## config.mk

```make
export PLATFORM = sky130hd
export DESIGN_NAME = dca_core
export DESIGN_NICKNAME = d
export VERILOG_FILES = /design/src/dca_pkg.sv /design/src/dca_arb_if.sv /design/src/dca_arbiter.sv /design/src/dca_core.sv
export SDC_FILE = /design/constraint.sdc
export NUM_CORES = 1
export LEC_CHECK = 0
export BUFFER_PORTS_ARGS = -buffer_cell sky130_fd_sc_hd__buf_4
export CAP_MARGIN = 15
export CELL_PAD_IN_SITES_DETAIL_PLACEMENT = 1
export CELL_PAD_IN_SITES_GLOBAL_PLACEMENT = 1
export CORE_ASPECT_RATIO = 1.5
export CORE_MARGIN = 8
export CORE_UTILIZATION = 40
export CTS_CLUSTER_SIZE = 12
export DETAILED_ROUTE_END_ITERATION = 16
export PLACE_DENSITY_LB_ADDON = 0.1
export SLEW_MARGIN = 10
export SYNTH_ARGS = -nofsm -noshare
export SYNTH_HDL_FRONTEND = slang
export SYNTH_SLANG_ARGS = --single-unit
export TNS_END_PERCENT = 20
```

## constraint.sdc

```tcl
create_clock -name clock_i -period 4.9 [get_ports clock_i]
set_clock_uncertainty 0.2 [all_clocks]
set_input_delay 0.98 -clock clock_i [delete_from_list [all_inputs] [get_ports clock_i]]
set_output_delay 0.98 -clock clock_i [all_outputs]
set_load 0.02 [all_outputs]
```

## src/dca_pkg.sv

```systemverilog
// Constants and types shared by the DMA channel arbitration core
package dca_pkg;

  // ==========================================================================
  // Register map
  localparam logic [7:0]  DCA_OFS_OPER = 8'h00;
  localparam logic [7:0]  DCA_OFS_STAT = 8'h08;
  localparam logic [7:0]  DCA_OFS_CHAN = 8'h10;

  // ==========================================================================
  // Operation register fields
  localparam int          OPER_W       = 7;
  localparam int          OP_ME        = 0;
  localparam int          OP_NMI       = 1;
  localparam int          OP_AE        = 2;
  localparam int          OP_PR_LO     = 3;
  localparam int          OP_PR_HI     = 4;
  localparam int          OP_IM        = 5;
  localparam logic [6:0]  DCA_OPER_RST = 7'h00;

  // ==========================================================================
  // Channel control register fields
  localparam int          CHAN_W       = 11;
  localparam int          CH_EN        = 0;
  localparam int          CH_TE        = 1;
  localparam int          CH_TB        = 2;
  localparam int          CH_AKW       = 3;
  localparam int          CH_SGL       = 4;
  localparam int          CH_RS        = 5;
  localparam int          CH_TS        = 7;
  localparam int          CH_PER       = 9;
  localparam int          CH_AKD       = 10;
  localparam logic [10:0] DCA_CHAN_RST = 11'h000;

  // ==========================================================================
  // Encodings and counts
  localparam logic [1:0]  DCA_PRI_FIXA = 2'h0;
  localparam logic [1:0]  DCA_PRI_FIXB = 2'h1;
  localparam logic [1:0]  DCA_PRI_RR   = 2'h2;
  localparam logic [1:0]  DCA_RS_AUTO  = 2'h0;
  localparam logic [1:0]  DCA_RS_PIN   = 2'h1;
  localparam logic [1:0]  DCA_RS_PERI  = 2'h2;
  localparam logic [1:0]  DCA_TS_16B   = 2'h3;
  localparam logic [1:0]  DCA_IM_NORM  = 2'h0;
  localparam logic [1:0]  DCA_IM_64    = 2'h2;
  localparam logic [6:0]  DCA_GAP16_CYC = 7'h10;
  localparam logic [6:0]  DCA_GAP64_CYC = 7'h40;

  typedef enum logic [2:0] {
    DCA_ST_IDLE = 3'h0,
    DCA_ST_ACQ  = 3'h1,
    DCA_ST_RD   = 3'h3,
    DCA_ST_WR   = 3'h2,
    DCA_ST_DONE = 3'h6,
    DCA_ST_GAP  = 3'h7
  } dca_state_t;

endpackage
```

## src/dca_arb_if.sv

```systemverilog
// Signals between the transfer controller and the channel arbiter
`timescale 1ns/10ps
`default_nettype none
interface dca_arb_if;
  logic [3:0] req;
  logic [1:0] mode;
  logic       rotate;
  logic [1:0] done_ch;
  logic       gnt_vld;
  logic [1:0] gnt_ch;
  modport ctl (output req, mode, rotate, done_ch, input gnt_vld, gnt_ch);
  modport arb (input req, mode, rotate, done_ch, output gnt_vld, gnt_ch);
endinterface
`default_nettype wire

```

## src/dca_arbiter.sv

```systemverilog
// Channel priority arbiter with fixed and rotating orders
`timescale 1ns/10ps
`default_nettype none
module dca_arbiter
  import dca_pkg::*;
(
  input  wire logic clock_i,  // Bus clock
  input  wire logic reset_i,  // Async reset, high
  dca_arb_if.arb    ab        // Arbitration requests and grant
);
  logic [1:0] ord_r   [4];
  logic [1:0] ord_nxt [4];
  logic [1:0] list    [4];
  logic [1:0] pos;

  // ==========================================================================
  // Active order, highest first
  always_comb begin
    if (ab.mode == DCA_PRI_FIXB) begin
      list = '{2'h0, 2'h2, 2'h3, 2'h1};
    end else if (ab.mode == DCA_PRI_RR) begin
      list = ord_r;
    end else begin
      list = '{2'h0, 2'h1, 2'h2, 2'h3};
    end
  end

  // One grant, first requester in the active order
  always_comb begin
    ab.gnt_vld = 1'b0;
    ab.gnt_ch  = 2'h0;
    for (int i = 3; i >= 0; i--) begin
      if (ab.req[list[i]]) begin
        ab.gnt_vld = 1'b1;
        ab.gnt_ch  = list[i];
      end
    end
  end

  // ==========================================================================
  // Rotation: finished channel to the bottom, those below move up
  always_comb begin
    pos = 2'h0;
    for (int i = 0; i < 4; i++) begin
      if (ord_r[i] == ab.done_ch) begin
        pos = 2'(i);
      end
    end
  end

  for (genvar g = 0; g < 4; g++) begin : g_rot
    if (g == 3) begin : g_last
      assign ord_nxt[g] = ab.done_ch;
    end else begin : g_mid
      assign ord_nxt[g] = (2'(g) >= pos) ? ord_r[g+1] : ord_r[g];
    end
  end

  always_ff @(posedge clock_i or posedge reset_i) begin
    if (reset_i) begin
      ord_r <= '{2'h0, 2'h1, 2'h2, 2'h3};
    end else if (ab.rotate && ab.mode == DCA_PRI_RR) begin
      ord_r <= ord_nxt;
    end
  end

  AST_ONE_GRANT: assert property (
    @(posedge clock_i) disable iff (reset_i)
    (ab.req != 4'h0) |-> ab.gnt_vld && ab.req[ab.gnt_ch])
    else $error("No single valid grant for pending requests");

  AST_FIXB_ORDER: assert property (
    @(posedge clock_i) disable iff (reset_i)
    (ab.mode == DCA_PRI_FIXB) && !ab.req[0] && ab.req[2] |-> ab.gnt_ch == 2'h2)
    else $error("Second fixed order not honoured");

  AST_RR_BOTTOM: assert property (
    @(posedge clock_i) disable iff (reset_i)
    ab.rotate && (ab.mode == DCA_PRI_RR) |=> ord_r[3] == $past(ab.done_ch))
    else $error("Finished channel not moved to lowest priority");

endmodule
`default_nettype wire

```

## src/dca_core.sv

```systemverilog
// Four-channel DMA arbitration, address mode and bus mode controller
//
// Design decisions made here: the placing of the registers and the address-and-strobe port.
`timescale 1ns/10ps
`default_nettype none
// Behaviour
// - Simultaneous requests grant exactly one channel.
// - Two fixed orders plus round-robin selectable.
// - Round-robin: finished channel drops to bottom.
// - Round-robin order resets to 0,1,2,3.
// - Late requests wait for updated order.
// - No ack-device to peripheral transfers.
// - Single mode: ack device, memory, pin request.
// - 16-byte peripheral units need longword access.
// - Dual mode: read source, then write destination.
// - Dual mode ack in read or write cycle.
// - Dual mode accepts auto, pin, peripheral requests.
// - Single mode: one cycle, ack plus address.
// - Per-channel cycle-steal or burst selection.
// - Cycle-steal normal releases bus after each unit.
// - Intermittent waits 16 or 64 clocks first.
// - Regained bus waits out cache line refill.
// - Only enabled, unflagged channels join arbitration.
// - Burst keeps transferring until end condition.
module dca_core
  import dca_pkg::*;
(
  input  wire logic        clock_i,               // Bus clock
  input  wire logic        reset_i,               // Async reset, high
  input  wire logic [7:0]  reg_addr_i,            // Register byte address
  input  wire logic [31:0] reg_wdata_i,           // Register write data
  input  wire logic        reg_wr_i,              // Register write strobe
  input  wire logic        reg_rd_i,              // Register read strobe
  output logic      [31:0] reg_rdata_o,           // Read data, next cycle
  input  wire logic [1:0]  transfer_request_in_i, // Request pins, ch 0 and 1
  input  wire logic        nmi_i,                 // Nonmaskable interrupt pin
  input  wire logic [3:0]  periph_req_i,          // On-chip peripheral requests
  input  wire logic [3:0]  periph_lw_ok_i,        // Peripheral takes longwords
  input  wire logic [3:0]  chan_end_i,            // Channel end condition pulse
  input  wire logic        addr_err_i,            // Address error pulse
  input  wire logic        bus_grant_i,           // Bus granted to this master
  input  wire logic        cache_refill_i,        // Cache line refill busy
  input  wire logic        cycle_done_i,          // Current bus cycle ends
  input  wire logic [31:0] bus_rdata_i,           // Bus read data
  output logic             bus_req_o,             // Bus ownership request
  output logic             bus_rd_o,              // Read cycle active
  output logic             bus_wr_o,              // Write cycle active
  output logic             bus_single_o,          // Single address cycle
  output logic      [1:0]  bus_ch_o,              // Channel on the bus
  output logic      [1:0]  bus_size_o,            // Transfer unit size
  output logic      [31:0] bus_wdata_o,           // Held data for write cycle
  output logic      [1:0]  transfer_ack_out_o,    // Acknowledge, ch 0 and 1
  output logic             unit_done_o            // One unit completed
);

  // ==========================================================================
  // Pin synchronisers
  logic [2:0] pin_meta_r;
  logic [2:0] pin_sync_r;

  always_ff @(posedge clock_i or posedge reset_i) begin
    if (reset_i) begin
      pin_meta_r <= 3'h0;
      pin_sync_r <= 3'h0;
    end else begin
      pin_meta_r <= {nmi_i, transfer_request_in_i};
      pin_sync_r <= pin_meta_r;
    end
  end

  // ==========================================================================
  // Declarations
  logic [OPER_W-1:0] oper_r;
  logic [CHAN_W-1:0] chan_r [4];
  dca_state_t        state_r;
  dca_state_t        state_nxt;
  logic [1:0]        sel_r;
  logic [1:0]        sel_nxt;
  logic [6:0]        gap_cnt_r;
  logic [6:0]        gap_len;
  logic [6:0]        rel_cnt_r;
  logic [31:0]       hold_r;
  logic [31:0]       rd_mux;
  logic [3:0]        req_e;
  logic [3:0]        tb_c;
  logic [3:0]        akw_c;
  logic [3:0]        akd_c;
  logic [3:0]        sgl_c;
  logic [3:0]        pin_c;
  logic [1:0]        ts_c [4];
  logic [1:0]        im;
  logic              flags_ok;
  logic              gap_on;
  logic              keep_bus;
  logic              ch_hit;
  logic              sgl_n;
  logic              akw_n;
  logic              akd_n;
  logic              mem_rd_n;
  dca_state_t        start_st;
  dca_state_t        rel_st;

  assign ch_hit   = (reg_addr_i[7:4] == DCA_OFS_CHAN[7:4]) && (reg_addr_i[1:0] == 2'h0);
  assign flags_ok = oper_r[OP_ME] & ~oper_r[OP_AE] & ~oper_r[OP_NMI];
  assign im       = oper_r[OP_IM+1:OP_IM];
  assign gap_on   = (im != DCA_IM_NORM);
  assign gap_len  = (im == DCA_IM_64) ? DCA_GAP64_CYC : DCA_GAP16_CYC;

  // ==========================================================================
  // Operation register
  always_ff @(posedge clock_i or posedge reset_i) begin
    if (reset_i) begin
      oper_r <= DCA_OPER_RST;
    end else begin
      if (reg_wr_i && reg_addr_i == DCA_OFS_OPER) begin
        oper_r <= reg_wdata_i[OPER_W-1:0];
      end
      // Hardware set wins over a clearing write
      if (pin_sync_r[2]) begin
        oper_r[OP_NMI] <= 1'b1;
      end
      if (addr_err_i) begin
        oper_r[OP_AE] <= 1'b1;
      end
    end
  end

  // ==========================================================================
  // Channel control and request qualification
  for (genvar g = 0; g < 4; g++) begin : g_chan
    logic [CHAN_W-1:0] cfg_r;
    logic [1:0]        rs;
    logic              pin_req;
    logic              src;
    logic              bad;

    always_ff @(posedge clock_i or posedge reset_i) begin
      if (reset_i) begin
        cfg_r <= DCA_CHAN_RST;
      end else begin
        if (reg_wr_i && ch_hit && reg_addr_i[3:2] == 2'(g)) begin
          cfg_r <= reg_wdata_i[CHAN_W-1:0];
        end
        if (chan_end_i[g]) begin
          cfg_r[CH_TE] <= 1'b1;
        end
      end
    end

    assign rs = cfg_r[CH_RS+1:CH_RS];
    if (g < 2) begin : g_pin
      assign pin_req = pin_sync_r[g];
    end else begin : g_nopin
      assign pin_req = 1'b0;
    end

    always_comb begin
      unique case (rs)
        DCA_RS_AUTO: src = 1'b1;
        DCA_RS_PIN:  src = pin_req;
        DCA_RS_PERI: src = periph_req_i[g];
        default:     src = 1'b0;
      endcase
    end

    assign bad = (cfg_r[CH_SGL] & ((rs != DCA_RS_PIN) | cfg_r[CH_PER]))
               | (cfg_r[CH_AKD] & cfg_r[CH_PER])
               | ((cfg_r[CH_TS+1:CH_TS] == DCA_TS_16B) & cfg_r[CH_PER]
                  & ~periph_lw_ok_i[g]);

    assign req_e[g]  = cfg_r[CH_EN] & ~cfg_r[CH_TE] & flags_ok & ~bad & src;
    assign chan_r[g] = cfg_r;
    assign tb_c[g]   = cfg_r[CH_TB];
    assign akw_c[g]  = cfg_r[CH_AKW];
    assign akd_c[g]  = cfg_r[CH_AKD];
    assign sgl_c[g]  = cfg_r[CH_SGL];
    assign pin_c[g]  = (rs == DCA_RS_PIN) & (g < 2);
    assign ts_c[g]   = cfg_r[CH_TS+1:CH_TS];
  end

  // ==========================================================================
  // Arbiter
  dca_arb_if arb_bus ();

  assign arb_bus.req     = req_e;
  assign arb_bus.mode    = {oper_r[OP_PR_HI], oper_r[OP_PR_LO]};
  assign arb_bus.rotate  = (state_r == DCA_ST_WR) && cycle_done_i;
  assign arb_bus.done_ch = sel_r;

  dca_arbiter u_arb (
    .clock_i (clock_i),
    .reset_i (reset_i),
    .ab      (arb_bus)
  );

  // ==========================================================================
  // Transfer sequencing
  // Rotation lands as the last cycle ends, so the boundary decision sees the new order
  assign keep_bus = arb_bus.gnt_vld
                  & (tb_c[arb_bus.gnt_ch] | (tb_c[sel_r] & req_e[sel_r]));
  assign start_st = sgl_c[arb_bus.gnt_ch] ? DCA_ST_WR : DCA_ST_RD;
  assign rel_st   = gap_on ? DCA_ST_GAP : DCA_ST_IDLE;

  always_comb begin
    state_nxt = state_r;
    sel_nxt   = sel_r;
    unique case (state_r)
      DCA_ST_IDLE: begin
        if (|req_e) begin
          state_nxt = DCA_ST_ACQ;
        end
      end
      DCA_ST_ACQ: begin
        if (bus_grant_i && !cache_refill_i) begin
          if (arb_bus.gnt_vld) begin
            sel_nxt   = arb_bus.gnt_ch;
            state_nxt = start_st;
          end else begin
            state_nxt = rel_st;
          end
        end
      end
      DCA_ST_RD: begin
        if (cycle_done_i) begin
          state_nxt = DCA_ST_WR;
        end
      end
      DCA_ST_WR: begin
        if (cycle_done_i) begin
          state_nxt = DCA_ST_DONE;
        end
      end
      DCA_ST_DONE: begin
        if (keep_bus) begin
          sel_nxt   = arb_bus.gnt_ch;
          state_nxt = start_st;
        end else begin
          state_nxt = rel_st;
        end
      end
      DCA_ST_GAP: begin
        if (gap_cnt_r == gap_len - 7'h01) begin
          state_nxt = DCA_ST_IDLE;
        end
      end
      default: state_nxt = DCA_ST_IDLE;
    endcase
  end

  always_ff @(posedge clock_i or posedge reset_i) begin
    if (reset_i) begin
      state_r <= DCA_ST_IDLE;
      sel_r   <= 2'h0;
    end else begin
      state_r <= state_nxt;
      sel_r   <= sel_nxt;
    end
  end

  always_ff @(posedge clock_i or posedge reset_i) begin
    if (reset_i) begin
      gap_cnt_r <= 7'h00;
    end else if (state_r == DCA_ST_GAP) begin
      gap_cnt_r <= gap_cnt_r + 7'h01;
    end else begin
      gap_cnt_r <= 7'h00;
    end
  end

  // Source data held between the read and the write cycle
  always_ff @(posedge clock_i or posedge reset_i) begin
    if (reset_i) begin
      hold_r <= 32'h0;
    end else if (state_r == DCA_ST_RD && cycle_done_i) begin
      hold_r <= bus_rdata_i;
    end
  end
  assign bus_wdata_o = hold_r;

  // ==========================================================================
  // Bus outputs
  assign sgl_n    = sgl_c[sel_nxt];
  assign akw_n    = akw_c[sel_nxt];
  assign akd_n    = akd_c[sel_nxt];
  assign mem_rd_n = sgl_n & ~akw_n;

  always_ff @(posedge clock_i or posedge reset_i) begin
    if (reset_i) begin
      bus_req_o          <= 1'b0;
      bus_rd_o           <= 1'b0;
      bus_wr_o           <= 1'b0;
      bus_single_o       <= 1'b0;
      bus_ch_o           <= 2'h0;
      bus_size_o         <= 2'h0;
      transfer_ack_out_o <= 2'h0;
      unit_done_o        <= 1'b0;
    end else begin
      bus_req_o    <= state_nxt inside {DCA_ST_ACQ, DCA_ST_RD, DCA_ST_WR, DCA_ST_DONE};
      bus_rd_o     <= (state_nxt == DCA_ST_RD) | ((state_nxt == DCA_ST_WR) & mem_rd_n);
      bus_wr_o     <= (state_nxt == DCA_ST_WR) & ~mem_rd_n;
      bus_single_o <= sgl_n;
      bus_ch_o     <= sel_nxt;
      bus_size_o   <= ts_c[sel_nxt];
      unit_done_o  <= (state_r == DCA_ST_WR) & cycle_done_i;
      for (int c = 0; c < 2; c++) begin
        transfer_ack_out_o[c] <= (sel_nxt == 2'(c))
          & (((state_nxt == DCA_ST_WR) & sgl_n)
             | (akd_n & (state_nxt == DCA_ST_WR) & akw_n)
             | (akd_n & (state_nxt == DCA_ST_RD) & ~akw_n));
      end
    end
  end

  // ==========================================================================
  // Register read port
  always_comb begin
    if (reg_addr_i == DCA_OFS_OPER) begin
      rd_mux = 32'(oper_r);
    end else if (reg_addr_i == DCA_OFS_STAT) begin
      rd_mux = 32'({req_e, sel_r, state_r, bus_req_o});
    end else if (ch_hit) begin
      rd_mux = 32'(chan_r[reg_addr_i[3:2]]);
    end else begin
      rd_mux = 32'h0;
    end
  end

  always_ff @(posedge clock_i or posedge reset_i) begin
    if (reset_i) begin
      reg_rdata_o <= 32'h0;
    end else begin
      reg_rdata_o <= reg_rd_i ? rd_mux : 32'h0;
    end
  end

  // ==========================================================================
  // Checks
  always_ff @(posedge clock_i or posedge reset_i) begin
    if (reset_i) begin
      rel_cnt_r <= 7'h7F;
    end else if (!gap_on) begin
      // A release outside intermittent mode owes no wait
      rel_cnt_r <= 7'h7F;
    end else if (bus_req_o) begin
      rel_cnt_r <= 7'h00;
    end else if (rel_cnt_r != 7'h7F) begin
      rel_cnt_r <= rel_cnt_r + 7'h01;
    end
  end

  AST_ELIG: assert property (
    @(posedge clock_i) disable iff (reset_i)
    (state_r == DCA_ST_ACQ) && (state_nxt inside {DCA_ST_RD, DCA_ST_WR}) |-> req_e[sel_nxt])
    else $error("Started a unit on an ineligible channel");

  AST_CACHE: assert property (
    @(posedge clock_i) disable iff (reset_i)
    (state_r == DCA_ST_ACQ) && cache_refill_i |=> (state_r == DCA_ST_ACQ) && !bus_rd_o && !bus_wr_o)
    else $error("Transfer started during cache refill");

  AST_DUAL: assert property (
    @(posedge clock_i) disable iff (reset_i)
    $rose(bus_wr_o) && !bus_single_o |-> $past(bus_rd_o) && $past(state_r) == DCA_ST_RD)
    else $error("Dual write cycle not preceded by read cycle");

  AST_ACK: assert property (
    @(posedge clock_i) disable iff (reset_i)
    (transfer_ack_out_o != 2'h0) && !bus_single_o |-> (bus_wr_o == akw_c[bus_ch_o]))
    else $error("Acknowledge in the wrong dual cycle");

  AST_SGL: assert property (
    @(posedge clock_i) disable iff (reset_i)
    bus_single_o && (bus_rd_o || bus_wr_o) |-> pin_c[bus_ch_o] && !bus_ch_o[1])
    else $error("Single address cycle without pin request");

  AST_ONECYC: assert property (
    @(posedge clock_i) disable iff (reset_i)
    bus_single_o && (bus_rd_o || bus_wr_o) |-> transfer_ack_out_o[bus_ch_o[0]] && (state_r == DCA_ST_WR))
    else $error("Single cycle lacks acknowledge or used two cycles");

  AST_CS: assert property (
    @(posedge clock_i) disable iff (reset_i)
    (state_r == DCA_ST_DONE) && !keep_bus |=> !bus_req_o)
    else $error("Bus not released after cycle-steal unit");

  AST_BURST: assert property (
    @(posedge clock_i) disable iff (reset_i)
    (state_r == DCA_ST_DONE) && arb_bus.gnt_vld && tb_c[arb_bus.gnt_ch]
      |=> bus_req_o && (bus_rd_o || bus_wr_o))
    else $error("Burst channel did not continue");

  AST_GAP: assert property (
    @(posedge clock_i) disable iff (reset_i)
    $rose(bus_req_o) && gap_on |-> rel_cnt_r >= gap_len)
    else $error("Bus reacquired before intermittent wait");

  AST_BOUND: assert property (
    @(posedge clock_i) disable iff (reset_i)
    (state_r inside {DCA_ST_RD, DCA_ST_WR}) |-> (sel_nxt == sel_r))
    else $error("Channel changed inside a unit");

endmodule
`default_nettype wire

```

==> results of run 1 <==
## final cells by class
type                            count  share of cell area, %
Multi-Input combinational cell    417                   38.3
Sequential cell                   129                   38.1
Timing Repair Buffer              144                   13.1
Clock buffer                       18                   5.06
Tap cell                          210                   3.10
Clock inverter                     14                   1.45
Inverter                           20                  0.914
## flip-flops by register name, indices dropped and copies added, names as in the netlist, 3 cells and up
register / flops
reg_rdata_o: 11
bus_wdata_o: 32
pin_sync_r: 3
state_r: 3
pin_meta_r: 3
gap_cnt_r: 7
u_arb.ord_r: 8
oper_r: 7
g_chan.cfg_r: 44
## how the worst max path moves through the flow
stage / endpoint / slack [ps] / cells after the start
3_3_place_gp: transfer_ack_out_o[0] / 330 / 15
4_1_cts: transfer_ack_out_o[1] / 590 / 14
2_1_floorplan: bus_ch_o[0] / 290 / 1
3_5_place_dp: transfer_ack_out_o[1] / 220 / 15
6_report: transfer_ack_out_o[1] / 610 / 14
5_1_grt: transfer_ack_out_o[0] / 270 / 14
## cell usage after synthesis (11+ instances only)
library cell | n | area share, %
nand2_1 | 42 | 2.3
dfrtp_1 | 125 | 47
mux2_2 | 82 | 14
nand2b_1 | 11 | 1.0
a22oi_1 | 11 | 1.2
nand3_1 | 16 | 1.2
a21oi_1 | 19 | 1.4
clkbuf_1 | 14 | 0.78
buf_4 | 22 | 2.5
o21ai_0 | 18 | 1.3
nor2_1 | 31 | 1.7
inv_1 | 19 | 1.1
## cell families after synthesis
family,share of synthesized area [%]
compound gates,12.8
xor+xnor,1.30
fa+ha+maj,0.186
buf+inv,4.86
flops,48.1
mux,18.7
other cells,0.0558
simple gates,14.0
## worst max-delay path, stage by stage (launching register included)
cell and delay [ps]:
dfrtp_1 410, nor4b_2 370, o2111a_1 480, a31oi_1 160, a22oi_1 350, a31o_1 230, a21o_1 300, o21ai_1 120
o31ai_2 370, or2_1 350, buf_4 230, mux2i_1 280, a221oi_2 100, o21ai_1 150, nand2_1 60
## per-layer routing
metal  wire (um)  GRT usage (%)  vias up
li1            -              -     2410
met1        7480           20.5     2698
met2       11500           35.9      146
met3        1170           5.98       25
met4         555           8.52        0
met5           0              0        -
## power by group through the flow
stage	Clock [mW]	Sequential, mW	Combinational, mW
finish	1.19	1.12	0.192
global route	1.26	1.12	0.210
CTS	1.22	1.12	0.192
detailed placement	0	1.13	0.191
global placement	0	1.13	0.185
floorplan	0	1.12	0.119
## placed cells by master (no fill, tap or decap), drive strengths merged, types with 17 or more instances in the layout
cell	n
a21oi	21
clkbuf	18
o21ai	22
nand2	42
conb	21
nand3	17
dfrtp	125
nor2	31
mux2	82
buf	144
inv	27
==> results.yml, run 1 <==
outcome:
  status: "finished clean"
sta:
  finalHoldViolations: 0
  maxSlewViolCount: 0
  finalCritPeriodShare_pct: 87.6
  fin_tns_setup_ps: 0
  period_minus_slack_ps: 4290
  rsz0062_at_grt: "no"
  layout_setup_ws_ps: 606
  worst_hold_slack_ps: 150
  worstMarginPinSlew_ps: 904
  max_freq_ghz: 0.233
  setup_violations: 0
  slew_headroom_pct: 39.6
synthesis:
  syn_area_um2: 6720
  synth.distinct_cells: 79
  ys_seq_area_share_pct: 48.1
  syn_avg_cell_area_um2: 11.4
  synth_edf_count: 0
  async_reset_ff_share_pct: 100
  ys_ff_latch: 129
  synthFlopType: "dfrtp_1"
  ys_warn_count: 0
  synthesis.instances: 590
place:
  place.gp.congestion: 0.892
  portBuffers: 127
  placed_cells: 919
  hpwl_mm: 16.0
  dp_slack_ps: 219
  dpl-instance-area_um2: 7910
critical_path:
  rr_startpoint: "g_chan[3].cfg_r[1]"
  r2r_cells: 14
  crit_start: "g_chan[3].cfg_r[1]"
  cp.arrival_ps: 4400
  rr_endpoint: "transfer_ack_out_o[1]"
  regToRegSetupSlack_ps: 610
  critPathMaxFanout: 8
  critical_path_class: "reg2reg"
  cp.required_ps: 5010
  critPathLaunchType: "register"
  critPathCaptureType: "register"
global_routing:
  antenna_found_initial: 0
  gr-total-overflow: 0
  grt_pass1_wl_mm: 32.5
  grt_usage_pct: 19.9
  grt_pass1_vias: 5767
  grt_start_max_net_pins: 83
final_layout:
  nets: 825
  nFillCells: 1829
  syn2layout_area_growth_pct: 26.2
  stdcell_count: 952
  multiInputGateArea_um2: 3250
  post-route-util_pct: 51.1
  n_antenna_cell: 0
  final_cell_area_um2: 8490
  regArea_um2: 3230
  drive_gt1_share_pct: 40.2
power:
  clockPowerShare_pct: 47.6
  power.share.sequential_pct: 44.7
  comb_power_share_pct: 7.7
  power.leakage_nw: 4.04
  ir_drop_mv: 0.217
  power.internal_mw: 1.84
  swShare_pct: 26.3
  power_switching_uw: 656
  p_total_mw: 2.50
  p_per_area_nw_per_um2: 294
detailed_routing:
  viasPerCell: 5.55
  initialDrtViolationCount: 252
  wl_mm: 20.7
  drtPass1Iterations: 4
  wl_per_cell_um: 21.7
  route.detailed.drc: 0
  ant_nets: 0
  vias: 5279
clock_tree:
  cts_max_level: 4
  cts_root_buf: "clkbuf_16"
  clk-insertion-delay-late_ps: 420
  clk_pin_slew_worst_paths_ps: 60
  post_cts_buffers: 0
  cts_resized: 0
  clock_sinks: 129
  hold_buffers: 0
  cts_buffer_depth: 2
  cts_tree: "built"
  numCtsBuffers: 17
die:
  die_area_um2: 21300
  start_util_pct: 40.4
  rows: 58
  core_area_um2: 16600
  chipWidth_um: 122
  die_h_um: 175
  pin_count: 170
min_path:
  min_from: "pin_meta_r[2]"
  hold_depth: 0
  min_path_type: "reg2reg"
  holdPathEnd: "pin_sync_r[2]"
flow_run:
  maxCapViolCount: 0
No activity file was read; power rests on OpenSTA's default activity.
==> inputs of run 2 (changes only) <==
--- a/config.mk
+++ b/config.mk
@@ -15,8 +15,10 @@
 export CTS_CLUSTER_SIZE = 12
 export DETAILED_ROUTE_END_ITERATION = 16
 export PLACE_DENSITY_LB_ADDON = 0.1
+export RECOVER_POWER = 50
 export SLEW_MARGIN = 10
 export SYNTH_ARGS = -nofsm -noshare
 export SYNTH_HDL_FRONTEND = slang
+export SYNTH_HIERARCHICAL = 1
 export SYNTH_SLANG_ARGS = --single-unit
 export TNS_END_PERCENT = 20
==> run 2 against run 1 <==
Compared with the run above: the flow now finishes with violations (capacitance limit, slew limit, setup timing); worst hold slack got worse by 2.5 ps; sequential power up 5%; synthesized area is 0.48% higher; die area is 0.43% higher; core utilization increased by 3.7 points; critical path depth increased by 5; setup slack got worse by 830 ps; critical endpoint unchanged.
==> results.yml, run 2 <==
power:
  swShare_pct: 28.3
  power.leakage_nw: 4.27
  comb_power_share_pct: 13.4
  power.internal_mw: 2.05
  p_per_area_nw_per_um2: 312
  power.share.sequential_pct: 41.3
  clockPowerShare_pct: 45.3
  ir_drop_mv: 0.219
  power_switching_uw: 809
min_path:
  min_from: "pin_meta_r[1]"
  min_path_type: "reg2reg"
critical_path:
  critical_path_class: "in2reg"
  path_buf_inv: 1
  cp_slowest_cell: "mux4_2"
  cp.arrival_ps: 5260
  critPathLaunchType: "input pin"
  critPathCaptureType: "register"
  cpLargestDelayFamily: "compound AO/OA/AOI/OAI gates"
  crit_start: "periph_lw_ok_i[0]"
  critPathMaxStageDelay_ps: 520
  cp.required_ps: 5030
  crit_chain: "buf_4 > and3b_2 > o32ai_4 > and3b_2 > or3b_4 > a221oi_4 > or3_4 > a32oi_4 > o21ai_4 > mux4_2 > or2_1 > a41oi_2 > a22o_4 > o21a_4 > o21ai_4 > a32oi_4 > a32oi_1 > mux2_4 > nor4b_4"
  rr_startpoint: "g_chan[3].cfg_r[4]"
  critPathMaxFanout: 5
global_routing:
  grt_start_max_net_pins: 65
  antenna_found_initial: 0
  grt_pass1_wl_mm: 34.4
  grt_pass1_vias: 6316
  gr-total-overflow: 0
  grt_usage_pct: 20.8
final_layout:
  n_antenna_cell: 0
  final_common_cell: "buf_4"
  final_cell_mix: "185 x buf_4, 125 x dfrtp_1, 82 x mux2_2"
  largest_register_ffs: 44
  post-route-util_pct: 54.8
  drive_gt1_share_pct: 47.5
  stdcell_count: 995
  final_cell_area_um2: 9140
  syn2layout_area_growth_pct: 35.3
  nets: 868
  regMostFlops: "g_chan.cfg_r"
synthesis:
  synth.distinct_cells: 79
  yosys-top-cells-count: "125 x dfrtp_1, 82 x mux2_2, 36 x nor2_1, 31 x nand2_1, 27 x o21ai_0"
  synth.top_cell.area_share_pct: 46.3
  synth_most_common_cell: "dfrtp_1"
  ys_seq_area_share_pct: 47.9
  ys_ff_latch: 129
  async_reset_ff_share_pct: 100
  ys_warn_count: 6
  synthTopCellsByArea: "dfrtp_1 46%, mux2_2 14%, mux4_2 3.7%"
  synth_top_cell_by_area: "dfrtp_1"
  syn_area_um2: 6750
  synth_edf_count: 0
  synthesis.instances: 579
  syn_avg_cell_area_um2: 11.7
  synthFlopType: "dfrtp_1"
sta:
  max_freq_ghz: 0.195
  setup_violations: 7
  worstMarginPinSlew_ps: 3000
  fin_tns_setup_ps: -677
  slew_headroom_pct: -101
  finalCritPeriodShare_pct: 105
  rsz0062_at_grt: "yes"
  worst_hold_slack_ps: 148
  period_minus_slack_ps: 5120
  layout_setup_ws_ps: -225
  finalHoldViolations: 0
  maxSlewViolCount: 98
clock_tree:
  cts_max_level: 4
  numCtsBuffers: 17
  clk_pin_slew_worst_paths_ps: 60
  clock_sinks: 129
  cts_root_buf: "clkbuf_16"
  clk-insertion-delay-late_ps: 420
  cts_tree: "built"
  cts_buffer_depth: 2
outcome:
  violations: "capacitance limit, slew limit, setup timing"
  status: "complete, but fails checks"
detailed_routing:
  wl_per_cell_um: 21.5
  initialDrtViolationCount: 243
  ant_nets: 0
  wl_mm: 21.4
  drtPass1Iterations: 4
  route.detailed.drc: 0
  vias: 5395
  viasPerCell: 5.42
die:
  start_util_pct: 40.5
  rows: 58
  die_h_um: 175
  die_area_um2: 21400
  pin_count: 170
  chipWidth_um: 122
  core_area_um2: 16700
flow_run:
  maxCapViolCount: 2
place:
  placed_cells: 959
  hpwl_mm: 16.3
  place.gp.congestion: 0.810
  portBuffers: 127
  dpl-instance-area_um2: 8310
## run 2: layer usage
metal | global-route usage [%] | routed length (um) | up-vias
met1 | 21.2 | 7800 | 2770
met2 | 38.9 | 12100 | 134
li1 | - | - | 2455
met5 | 0 | 0 | -
met3 | 5.14 | 964 | 36
met4 | 8.31 | 559 | 0
## run 2: final cells by class
| class | count | area [um2] |
|---|---|---|
| Timing Repair Buffer | 198 | 1500 |
| Inverter | 14 | 56.3 |
| Clock buffer | 17 | 425 |
| Tap cell | 210 | 263 |
| Clock inverter | 15 | 190 |
| Fill cell | 1831 | 7550 |
| Sequential cell | 129 | 3230 |
| Multi-Input combinational cell | 412 | 3480 |
## run 2: worst paths after layout
kind	cells past startpoint	slack, ps	end
min in group asynchronous	2	300	u_arb/ord_r[7]
max reg2reg	18	-160	transfer_ack_out_o[1]
max in group asynchronous	3	1570	g_chan[1].cfg_r[5]
max	19	-220	transfer_ack_out_o[1]
min	0	150	pin_sync_r[1]
min reg2reg	0	150	pin_sync_r[1]
## run 2: logic make-up after synthesis
| kind of cell | Yosys count | share of synthesized area [%] |
|---|---|---|
| AND/OR/NAND/NOR | 175 | 14.6 |
| flip-flops | 129 | 47.9 |
| multiplexers | 111 | 20.7 |
| AO/OA/AOI/OAI | 94 | 10.4 |
| buffers and inverters | 58 | 4.87 |
| XOR/XNOR | 10 | 1.30 |
| adder cells (fa/ha/maj) | 1 | 0.185 |
| other | 1 | 0.0555 |
## run 2: power groups by stage
stage	registers (mW)	logic [mW]	clock network [mW]
4_1_cts	1.18	0.383	1.32
6_report	1.18	0.382	1.29
2_1_floorplan	1.24	0.158	0
3_5_place_dp	1.20	0.380	0
5_1_grt	1.19	0.410	1.37
3_3_place_gp	1.19	0.370	0
## run 2: per-stage QoR
step	power [mW]	worst slack, ps
detailed placement	1.58	-772
CTS	2.89	-207
global placement	1.56	-752
floorplan	1.39	-306
finish	2.86	-225
global route	2.97	-375
## run 2: repair_timing
action	CTS	global route
hold buffers	0	0
resized for setup	17	24
pin swaps	10	8
buffers inserted	3	1
setup endpoints to repair	8	8
hold endpoints to repair	0	0
